### src/common/mio_pkg.sv
// constants for the port subsystem: port indices, sequencing steps, reset values
package mio_pkg;
  // register indices; byte address is four times the index
  localparam logic [5:0] IDX_SENSE = 6'h00;
  localparam logic [5:0] IDX_OUT_A = 6'h01;
  localparam logic [5:0] IDX_OUT_B = 6'h02;
  localparam logic [5:0] IDX_BIDIR_A = 6'h04;
  localparam logic [5:0] IDX_BIDIR_D = 6'h07;
  localparam logic [5:0] IDX_MULTI = 6'h08;
  localparam logic [5:0] IDX_SERIAL = 6'h09;
  localparam logic [5:0] IDX_HOLD = 6'h0E;
  localparam logic [5:0] IDX_PORT_TOP = 6'h1F;
  localparam logic [5:0] IDX_POINTER = 6'h20;
  localparam logic [5:0] IDX_BIT_OP = 6'h21;
  // bit-op command field positions
  localparam int BIT_SET_POS = 0;
  localparam int BIT_CLR_POS = 1;
  // multifunction pin positions
  localparam int MF_LOW_IRQ = 0;
  localparam int MF_TIMER_B = 1;
  localparam int MF_HIGH_IRQ = 2;
  localparam int MF_TIMER_A = 3;
  // two instruction cycles of four states each
  localparam int STATES_PER_CYCLE = 4;
  localparam logic [2:0] STEP_THIRD_PHASE = 3'(STATES_PER_CYCLE + 2);
  localparam logic [2:0] STEP_FOURTH_PHASE = 3'(STATES_PER_CYCLE + 3);
  // reset values
  localparam logic [3:0] LATCH_RESET = 4'hF;
  localparam logic [3:0] POINTER_RESET = 4'h0;
  // sequencer states
  typedef enum logic {MIO_IDLE, MIO_BUSY} mio_state_t;
endpackage

### src/core/mio_port_subsystem.sv
// port subsystem: i/o port latches, pin sampling and apb access sequencing
//
// The implementer's own choices: the APB slave port and the address map.
`timescale 1ns/1ps
// Behaviour
// - decode port address 00h..1Fh to one register
// - input sampled in third phase, cycle two
// - output latch updated fourth phase, cycle two
// - input-only ports return live pins, unlatched
// - output ports keep last written value
// - sense port: four input-only bits
// - four 4-bit bidir ports; write one to read
// - reset sets bidir and multifunction latches
// - pointer high bits pick port, low bit
// - multifunction pins feed interrupts and timers
// - high irq pin falling edge always requests; code: only while multi_lat[MF_HIGH_IRQ] is one
// - low irq pin falling edge requests too; code: only while multi_lat[MF_LOW_IRQ] is one
// - 3-bit bidir port shared with serial
// - 1-bit sense input doubles as hold
// - serial port reads missing bit as one
// - serial use needs latch one, enable gated
module mio_port_subsystem
  import mio_pkg::*;
(
  // clock, reset, enable
  input wire logic sys_clk,
  input wire logic rst_b,
  input wire logic clk_en,
  // apb slave
  input wire logic psel,
  input wire logic penable,
  input wire logic pwrite,
  input wire logic [7:0] paddr,
  input wire logic [31:0] pwdata,
  output logic [31:0] prdata,
  output logic pready,
  output logic pslverr,
  // input-only pins
  input wire logic [3:0] sense_input_port,
  input wire logic hold_sense_input,
  // output-only pins
  output logic [3:0] output_port_a,
  output logic [3:0] output_port_b,
  // bidir ports a..d, open drain, four bits each
  input wire logic [15:0] bidir_in,
  output logic [15:0] bidir_out,
  output logic [15:0] bidir_oe,
  // multifunction port
  input wire logic [3:0] multifunction_port_in,
  output logic [3:0] multifunction_port_out,
  output logic [3:0] multifunction_port_oe,
  // serial shared port
  input wire logic [2:0] serial_shared_port_in,
  output logic [2:0] serial_shared_port_out,
  output logic [2:0] serial_shared_port_oe,
  // serial interface side
  input wire logic serial_enable,
  input wire logic [2:0] serial_drive,
  output logic [2:0] serial_sense,
  // alternate functions toward timers, interrupt and hold logic
  output logic high_priority_ext_irq,
  output logic low_priority_ext_irq,
  output logic [1:0] timer_event_in,
  output logic hold_request
);

  // wired read of an open-drain pin: low latch forces zero
  function automatic logic [3:0] wired_read(input logic [3:0] latch, input logic [3:0] pin);
    wired_read = latch & pin;
  endfunction

  logic [27:0] sync_a; // first synchroniser stage
  logic [27:0] sync_b; // second stage, read by logic
  logic [3:0] sense_s; // synced sense port
  logic [15:0] bidir_s; // synced bidir pins
  logic [3:0] multi_s; // synced multifunction pins
  logic [2:0] serial_s; // synced serial pins
  logic hold_s; // synced hold pin
  logic [3:0] out_a; // output port a latch
  logic [3:0] out_b; // output port b latch
  logic [3:0] bidir_lat [4]; // bidir port latches
  logic [3:0] multi_lat; // multifunction latch
  logic [2:0] serial_lat; // serial port latch
  logic [3:0] pointer; // bit pointer
  mio_state_t state; // sequencer state
  logic [2:0] step; // state count within the two cycles
  logic [5:0] idx; // register index
  logic mapped; // index inside the map
  logic [31:0] next_rdata; // read value at sampling phase
  logic [3:0] bidir_rd [4]; // wired bidir read values
  logic [3:0] multi_rd; // wired multifunction read
  logic [2:0] serial_rd; // wired serial read
  logic ptr_bit; // bit addressed by the pointer
  logic [1:0] irq_prev; // previous levels of irq pins
  logic sample_now; // third phase of second cycle
  logic update_now; // fourth phase of second cycle

  // two flop synchroniser on all pin inputs
  always_ff @(posedge sys_clk or negedge rst_b) begin
    if (!rst_b) begin
      sync_a <= '0;
      sync_b <= '0;
    end else if (clk_en) begin
      sync_a <= {hold_sense_input, serial_shared_port_in, multifunction_port_in,
                 bidir_in, sense_input_port};
      sync_b <= sync_a;
    end
  end

  // slice synced pins
  assign sense_s = sync_b[3:0];
  assign bidir_s = sync_b[19:4];
  assign multi_s = sync_b[23:20];
  assign serial_s = sync_b[26:24];
  assign hold_s = sync_b[27];

  // wired read values of bidir, multifunction and serial pins
  // latch and pin
  always_comb begin
    for (int i = 0; i < 4; i++) begin
      bidir_rd[i] = wired_read(bidir_lat[i], bidir_s[4*i +: 4]);
    end
    multi_rd = wired_read(multi_lat, multi_s);
    serial_rd = serial_lat & serial_s;
    ptr_bit = bidir_rd[pointer[3:2]][pointer[1:0]];
  end

  // address decode
  // port space decode
  assign idx = paddr[7:2];
  assign mapped = (paddr[1:0] == 2'b00) && (idx <= IDX_BIT_OP);

  // sequencer: two instruction cycles per access
  always_ff @(posedge sys_clk or negedge rst_b) begin
    if (!rst_b) begin
      state <= MIO_IDLE;
      step <= '0;
    end else if (clk_en) begin
      case (state)
        MIO_IDLE: begin
          // setup phase starts the instruction
          if (psel && !penable) begin
            state <= MIO_BUSY;
            step <= '0;
          end
        end
        MIO_BUSY: begin
          // finish after the fourth phase of cycle two
          if (step == STEP_FOURTH_PHASE) begin
            state <= MIO_IDLE;
          end
          step <= step + 3'd1;
        end
        default: begin
          state <= MIO_IDLE;
        end
      endcase
    end
  end

  // phase strobes
  assign sample_now = (state == MIO_BUSY) && (step == STEP_THIRD_PHASE) && clk_en;
  assign update_now = (state == MIO_BUSY) && (step == STEP_FOURTH_PHASE) && clk_en;
  assign pready = update_now && psel && penable;
  assign pslverr = pready && !mapped;

  // read multiplexer
  always_comb begin
    next_rdata = '0;
    if (idx == IDX_SENSE) begin
      next_rdata[3:0] = sense_s;
    end else if (idx == IDX_OUT_A) begin
      next_rdata[3:0] = out_a;
    end else if (idx == IDX_OUT_B) begin
      next_rdata[3:0] = out_b;
    end else if (idx >= IDX_BIDIR_A && idx <= IDX_BIDIR_D) begin
      next_rdata[3:0] = bidir_rd[idx[1:0]];
    end else if (idx == IDX_MULTI) begin
      next_rdata[3:0] = multi_rd;
    end else if (idx == IDX_SERIAL) begin
      next_rdata[3:0] = {1'b1, serial_rd};
    end else if (idx == IDX_HOLD) begin
      next_rdata[0] = hold_s;
    end else if (idx == IDX_POINTER) begin
      next_rdata[3:0] = pointer;
    end else if (idx == IDX_BIT_OP) begin
      next_rdata[0] = ptr_bit;
    end else begin
      next_rdata = '0;
    end
  end

  // read data captured at the sampling phase
  // third phase sample
  always_ff @(posedge sys_clk or negedge rst_b) begin
    if (!rst_b) begin
      prdata <= '0;
    end else if (sample_now) begin
      prdata <= (mapped && !pwrite) ? next_rdata : '0;
    end
  end

  // output latches written at the update phase
  // fourth phase update
  always_ff @(posedge sys_clk or negedge rst_b) begin
    if (!rst_b) begin
      out_a <= LATCH_RESET;
      out_b <= LATCH_RESET;
      multi_lat <= LATCH_RESET;
      serial_lat <= LATCH_RESET[2:0];
      pointer <= POINTER_RESET;
      for (int i = 0; i < 4; i++) begin
        bidir_lat[i] <= LATCH_RESET;
      end
    end else if (update_now && psel && penable && pwrite && mapped) begin
      if (idx == IDX_OUT_A) begin
        out_a <= pwdata[3:0];
      end else if (idx == IDX_OUT_B) begin
        out_b <= pwdata[3:0];
      end else if (idx >= IDX_BIDIR_A && idx <= IDX_BIDIR_D) begin
        bidir_lat[idx[1:0]] <= pwdata[3:0];
      end else if (idx == IDX_MULTI) begin
        multi_lat <= pwdata[3:0];
      end else if (idx == IDX_SERIAL) begin
        serial_lat <= pwdata[2:0];
      end else if (idx == IDX_POINTER) begin
        pointer <= pwdata[3:0];
      end else if (idx == IDX_BIT_OP) begin
        if (pwdata[BIT_SET_POS]) begin
          bidir_lat[pointer[3:2]][pointer[1:0]] <= 1'b1;
        end else if (pwdata[BIT_CLR_POS]) begin
          bidir_lat[pointer[3:2]][pointer[1:0]] <= 1'b0;
        end
      end
    end
  end

  // pin drive: output ports push-pull, others open drain from the latch
  // bidir open drain
  always_comb begin
    for (int i = 0; i < 4; i++) begin
      bidir_out[4*i +: 4] = 4'h0;
      bidir_oe[4*i +: 4] = ~bidir_lat[i];
    end
  end
  assign output_port_a = out_a;
  assign output_port_b = out_b;
  assign multifunction_port_out = 4'h0;
  assign multifunction_port_oe = ~multi_lat;
  assign serial_shared_port_out = 3'h0;
  assign serial_shared_port_oe = ~serial_lat | (serial_enable ? ~serial_drive : 3'h0);
  assign serial_sense = serial_rd;

  // alternate functions: timers from the wired pin levels, hold from the synced pin
  // timer inputs shared
  assign timer_event_in = {multi_rd[MF_TIMER_A], multi_rd[MF_TIMER_B]};
  assign hold_request = hold_s;

  // falling edge detection on interrupt pins, one cycle pulses
  // high edge request
  always_ff @(posedge sys_clk or negedge rst_b) begin
    if (!rst_b) begin
      // synced pins read zero in reset, so start low to avoid a false edge
      irq_prev <= 2'h0;
      high_priority_ext_irq <= 1'b0;
      low_priority_ext_irq <= 1'b0;
    end else if (clk_en) begin
      irq_prev <= {multi_rd[MF_HIGH_IRQ], multi_rd[MF_LOW_IRQ]};
      high_priority_ext_irq <= irq_prev[1] && !multi_rd[MF_HIGH_IRQ];
      low_priority_ext_irq <= irq_prev[0] && !multi_rd[MF_LOW_IRQ];
    end
  end
endmodule

### config.mk
export PLATFORM = sky130hd
export DESIGN_NAME = mio_port_subsystem
export DESIGN_NICKNAME = d
export VERILOG_FILES = /design/src/common/mio_pkg.sv /design/src/core/mio_port_subsystem.sv
export SDC_FILE = /design/constraint.sdc
export NUM_CORES = 1
export LEC_CHECK = 0
export BUFFER_PORTS_ARGS = -buffer_cell sky130_fd_sc_hd__buf_2
export CORE_MARGIN = 2
export CORE_UTILIZATION = 35
export DETAILED_ROUTE_END_ITERATION = 12
export PLACE_DENSITY_LB_ADDON = 0.3
export SYNTH_ARGS = -nofsm -noshare
export SYNTH_HDL_FRONTEND = slang
export SYNTH_SLANG_ARGS = --single-unit
export TNS_END_PERCENT = 30
### constraint.sdc
create_clock -name sys_clk -period 1.8 [get_ports sys_clk]
set_clock_uncertainty 0.1 [all_clocks]
set_input_delay 0 -clock sys_clk [delete_from_list [all_inputs] [get_ports sys_clk]]
set_output_delay 0 -clock sys_clk [all_outputs]
set_load 0.02 [all_outputs]
* After elaboration in Yosys (flattened, before gate mapping)
Cells that the tools add are included.
** Cells by class
- Equality and inequality tests :: 13
- Multiplexer cells :: 40
- Bitwise logic cells :: 25
- Order comparisons :: 9
- Reductions and logical operators :: 34
- $add $sub $neg :: 1
** Operators by type and width (count)
- $mux W16 :: 7
- $mux W4 :: 13
- $mux W32 :: 1
- $mux W28 :: 1
- $and A4 B4 Y4 :: 5
- $not A4 Y4 :: 5
- $eq A6 B4 Y1 const B :: 3
- $logic_and A1 B1 Y1 :: 18
- $and A16 B16 Y16 :: 1
- $bmux W4 S2 :: 2
- $bwmux W16 :: 1
- $demux W4 S2 :: 2
- $not A16 Y16 :: 1
- $or A16 B16 Y16 :: 1
- $eq A6 B6 Y1 const B :: 2
- $mux W3 :: 3
- $ne A2 B2 Y1 const B :: 4
- $reduce_and A8 Y1 :: 1
- $reduce_and A7 Y1 :: 1
- $eq A3 B3 Y1 const B :: 2
- $eq A6 B1 Y1 const B :: 1
- $eq A6 B2 Y1 const B :: 1
- $ge A3 B3 Y1 const B :: 2
- $ge A6 B3 Y1 const B :: 1
- 25 further kinds :: 43
** Word-level totals
- Bits of input ports :: 78
- Register bits after elaboration :: 131
- Output and inout port bits :: 96

* Depth between registers and ports, before layout
- Word-level depth :: 16
- Depth in mapped cells :: 9
- Depth with buffers taken out :: 8

* Worst setup path before layout
OpenSTA, ideal clock, no wires.
- Path type :: reg-to-reg
- Start :: reg step[0]
- End :: reg (tool-made name)
- Arrival time :: 1843 ps
- Path buffers :: 0
- Path slack :: -226 ps
- Data required time :: 1618 ps
- Stages on the path, launching flop included :: 9
- Path through :: dfrtp_1 > ha_1 > ha_1 > nand3_1 > nor3_1 > o2111a_2 > a21boi_4 > o21ai_2 > mux2_4
** RTL lines
- from (decl) :: line mio_port_subsystem.sv:86 : logic [2:0] step;
- from (signal assigned) :: line mio_port_subsystem.sv:152 : step <= step + 3'd1;

* Final worst setup path
- Start :: reg step[0]
- End :: reg pointer[1]
** On the way
- Longest elaborated chain between the ends :: 8
** RTL lines
- $eq A3 B3 Y1 :: line mio_port_subsystem.sv:163 : assign update_now = (state == MIO_BUSY) && (step == STEP_FOURTH_PHASE) && clk_en;
- $logic_and A1 B1 Y1 (2 in a row) :: line mio_port_subsystem.sv:163
- $logic_and A1 B1 Y1 (4 in a row) :: line mio_port_subsystem.sv:215 : end else if (update_now && psel && penable && pwrite && mapped) begin
- $reduce_and A7 Y1 (no source line)
- to (signal assigned) :: line mio_port_subsystem.sv:227 : pointer <= pwdata[3:0];
- to (decl) :: line mio_port_subsystem.sv:84 : logic [3:0] pointer;
No other way between the ends.
A chain may end at the register's enable or synchronous reset.

==> out/metrics.yaml <==
status:
  status: "finished, violations left"
  violations: "negative setup slack"
route:
  vias: 4652
  drt-total-wl_um: 15900
  viasPerCell: 4.86
  first_pass_iters: 4
  drc_errors: 0
  drt_iter0_markers: 230
  antenna_left: 0
  routedWlPerCell_um: 16.6
placement:
  place.gp.congestion: 0.889
  io_buffer_count: 94
  detailed_place_hpwl_um: 11800
  place_inst: 901
pwr:
  p_total_uw: 5640
  cellPowerDensity_mw_per_mm2: 729
  p_leak_uw: 0.00343
  p_sw_share_pct: 26.8
  pwr-share-clk_pct: 36.0
  power_frac_comb_pct: 17.2
  p_sw_uw: 1510
  ir_drop_uv: 402
  power_frac_seq_pct: 46.9
  p_int_uw: 4120
setup_path:
  cp.required_ns: 1.94
  endpoint_kind: "flop"
  path_class: "reg -> reg"
  reg2reg_depth: 8
  ff2ff_setup_slack_ns: -0.29
  arrival_ns: 2.22
  timing.rr.start: "step[0]"
  r2r-end: "pointer[1]"
  worstSetupStartpointType: "flop"
  crit_path_max_fanout: 4
logic_synthesis:
  yosysSeqAreaShare_pct: 46.3
  synthAdderAreaFrac_pct: 0.664
  netlist_area_mm2: 0.00565
  syn_inst: 531
  synth.area.mux_share_pct: 18.4
  yosys.area.top_type_share_pct: 31.9
  synth.distinct_cells: 61
  synthSimpleGateAreaFrac_pct: 11.3
  synth_top_family_by_area: "multiplexers"
  synth_area_leaders: "dfrtp_1 32%, dfstp_2 14%, mux2_2 14%, buf_4 7.2%, o21ai_0 2.9%"
  synth-compound-area-share_pct: 12.2
  yosys.area.top_type: "dfrtp_1"
  async_reset_ff_share_pct: 100
  yosysWarnings: 0
  synthXorXnorAreaFrac_pct: 0
  syn_area_per_cell_um2: 10.6
  synth_flop_cell: "dfrtp_1"
  synth_edf_count: 0
  ys_ff_latch: 103
global_routing:
  grt_pass1_vias: 4570
  grt_pass1_wl_um: 24600
  overflow: 0
  antenna_found_initial: 1
  grt_usage_pct: 19.0
  grt_max_degree: 68
timing:
  rsz0062_at_grt: "true"
  fin_crit_sh_pct: 116
  setup_slack_ns: -0.285
  tns_ns: -7.24
  fmax_mhz: 480
  hold_viol: 0
  slew_violations: 0
  finalSetupViolations: 37
  period_minus_slack_ns: 2.09
final_layout:
  final_common_cell: "buf_4"
  fin_cells: 958
  drive_gt1_share_pct: 49.3
  final_net_count: 818
  area_growth_syn_to_layout_pct: 36.8
  final_cell_mix: "96 x buf_4, 92 x buf_2, 71 x dfrtp_1"
  fillCellCount: 1480
  antenna_cells: 0
clock_network:
  clock_latency_ns: 0.36
  htree_levels: 3
  clk_path_buf_depth: 2
  cts_tree: "built"
  cts_buffers: 9
  cts_sinks: 103
  clockRootBuffer: "clkbuf_16"
  clkTransAtPathRegs_ns: 0.07
floorplan:
  die_area_mm2: 0.0172
  core_region_area_mm2: 0.0158
  initial_core_util_pct: 35.7
  die_w_um: 131
  rows: 46
  io_pins: 174
  die_h_um: 131
job:
  cap_violations: 0
min_path:
  min-delay-path-class: "in -> async"
[cell families after synthesis]
logic type / Yosys count
AO/OA/AOI/OAI: 100
adder cells (fa/ha/maj): 3
buffers and inverters: 112
flip-flops: 103
multiplexers: 87
other: 1
AND/OR/NAND/NOR: 125
[area by class of cell]
class                   instances  area (µm²)  share of cell area, %
multi-input cells             366        2810                   36.4
flip-flops and latches        103        2620                   33.8
repair buffers                228        1620                   20.9
well taps                     216         270                   3.49
clock buffers                  10         239                   3.09
inverters                      29         109                   1.41
clock inverters                 6        68.8                  0.890
[power by group through the flow]
| stage | logic, µW | clock network, µW | registers, µW |
|---|---|---|---|
| 3_3_place_gp | 860 | 0 | 2670 |
| 3_5_place_dp | 888 | 0 | 2690 |
| 2_1_floorplan | 585 | 0 | 2660 |
| 5_1_grt | 1070 | 2170 | 2670 |
| 4_1_cts | 956 | 2100 | 2640 |
| 6_report | 968 | 2030 | 2640 |
[timing repair]
action	in CTS	in global routing
pin swaps	9	4
gates resized for setup	34	12
hold buffers	32	0
endpoints found under the hold margin	108	0
setup buffers	4	5
setup endpoints to repair	37	38
[stage by stage]
| stage | util, % | cell area (µm²) | setup WS (ns) | hold WS (ns) |
|---|---|---|---|---|
| finish | 48.9 | 7730 | -0.285 | 0.0269 |
| detailed placement | 43.3 | 6860 | -0.462 | -0.120 |
| CTS | 48.3 | 7640 | -0.309 | 0.00615 |
| floorplan | - | 5900 | -0.146 | -0.396 |
| global placement | 43.3 | 6860 | -0.459 | -0.126 |
| global route | 48.9 | 7730 | -0.386 | 0.0434 |
[metal layers]
metal | track usage (%) | share of wire (%) | wire length, µm
met3 | 2.35 | 5.5 | 879
met1 | 26.7 | 46 | 7290
met2 | 29.6 | 47 | 7510
met5 | 0 | 0 | 0
met4 | 8.26 | 1.5 | 243
[how the worst max path moves through the flow]
stage / endpoint / start / depth (start not counted) / slack, ns
after detailed placement: flop / step[0] / 8 / -0.46
after global placement: flop / step[0] / 8 / -0.46
after floorplan: prdata[0] / flop / 6 / -0.15
after global routing: pointer[1] / step[0] / 8 / -0.39
final: pointer[1] / step[0] / 8 / -0.29
after CTS: pointer[1] / step[0] / 8 / -0.31
[worst max-delay path: stages, from the launching register on]
cell and delay, ns:
dfrtp_1 0.36, ha_2 0.19, ha_4 0.14, nand3_4 0.07, nor3_4 0.17, nand2_2 0.15, a2111oi_4 0.29, nand2_2 0.17
mux2_4 0.33
[cells in the mapped netlist (2+ instances only)]
library cell and n:
buf_2 2, dfrtp_1 72, a21boi_0 2, nand3b_1 4, mux2_2 72, a32o_1 3
and2_1 6, o221ai_1 2, or4b_2 2, a311oi_1 2, a21oi_1 17, dfstp_2 31
nor2_1 15, buf_1 7, a31o_2 2, mux2_1 8, nand2b_1 5, o211ai_1 3
clkbuf_1 19, nor3_1 9, nor2b_1 6, inv_1 29, a31oi_1 8, a221oi_1 2
nand3_1 23, a22o_1 2, o31ai_1 6, mux4_2 5, o21ai_0 33, nor4b_1 2
buf_4 54, o22a_1 2, ha_1 3, nand2_1 40, nor4_1 4, o22ai_1 4
(Power assumes the default switching activity.)
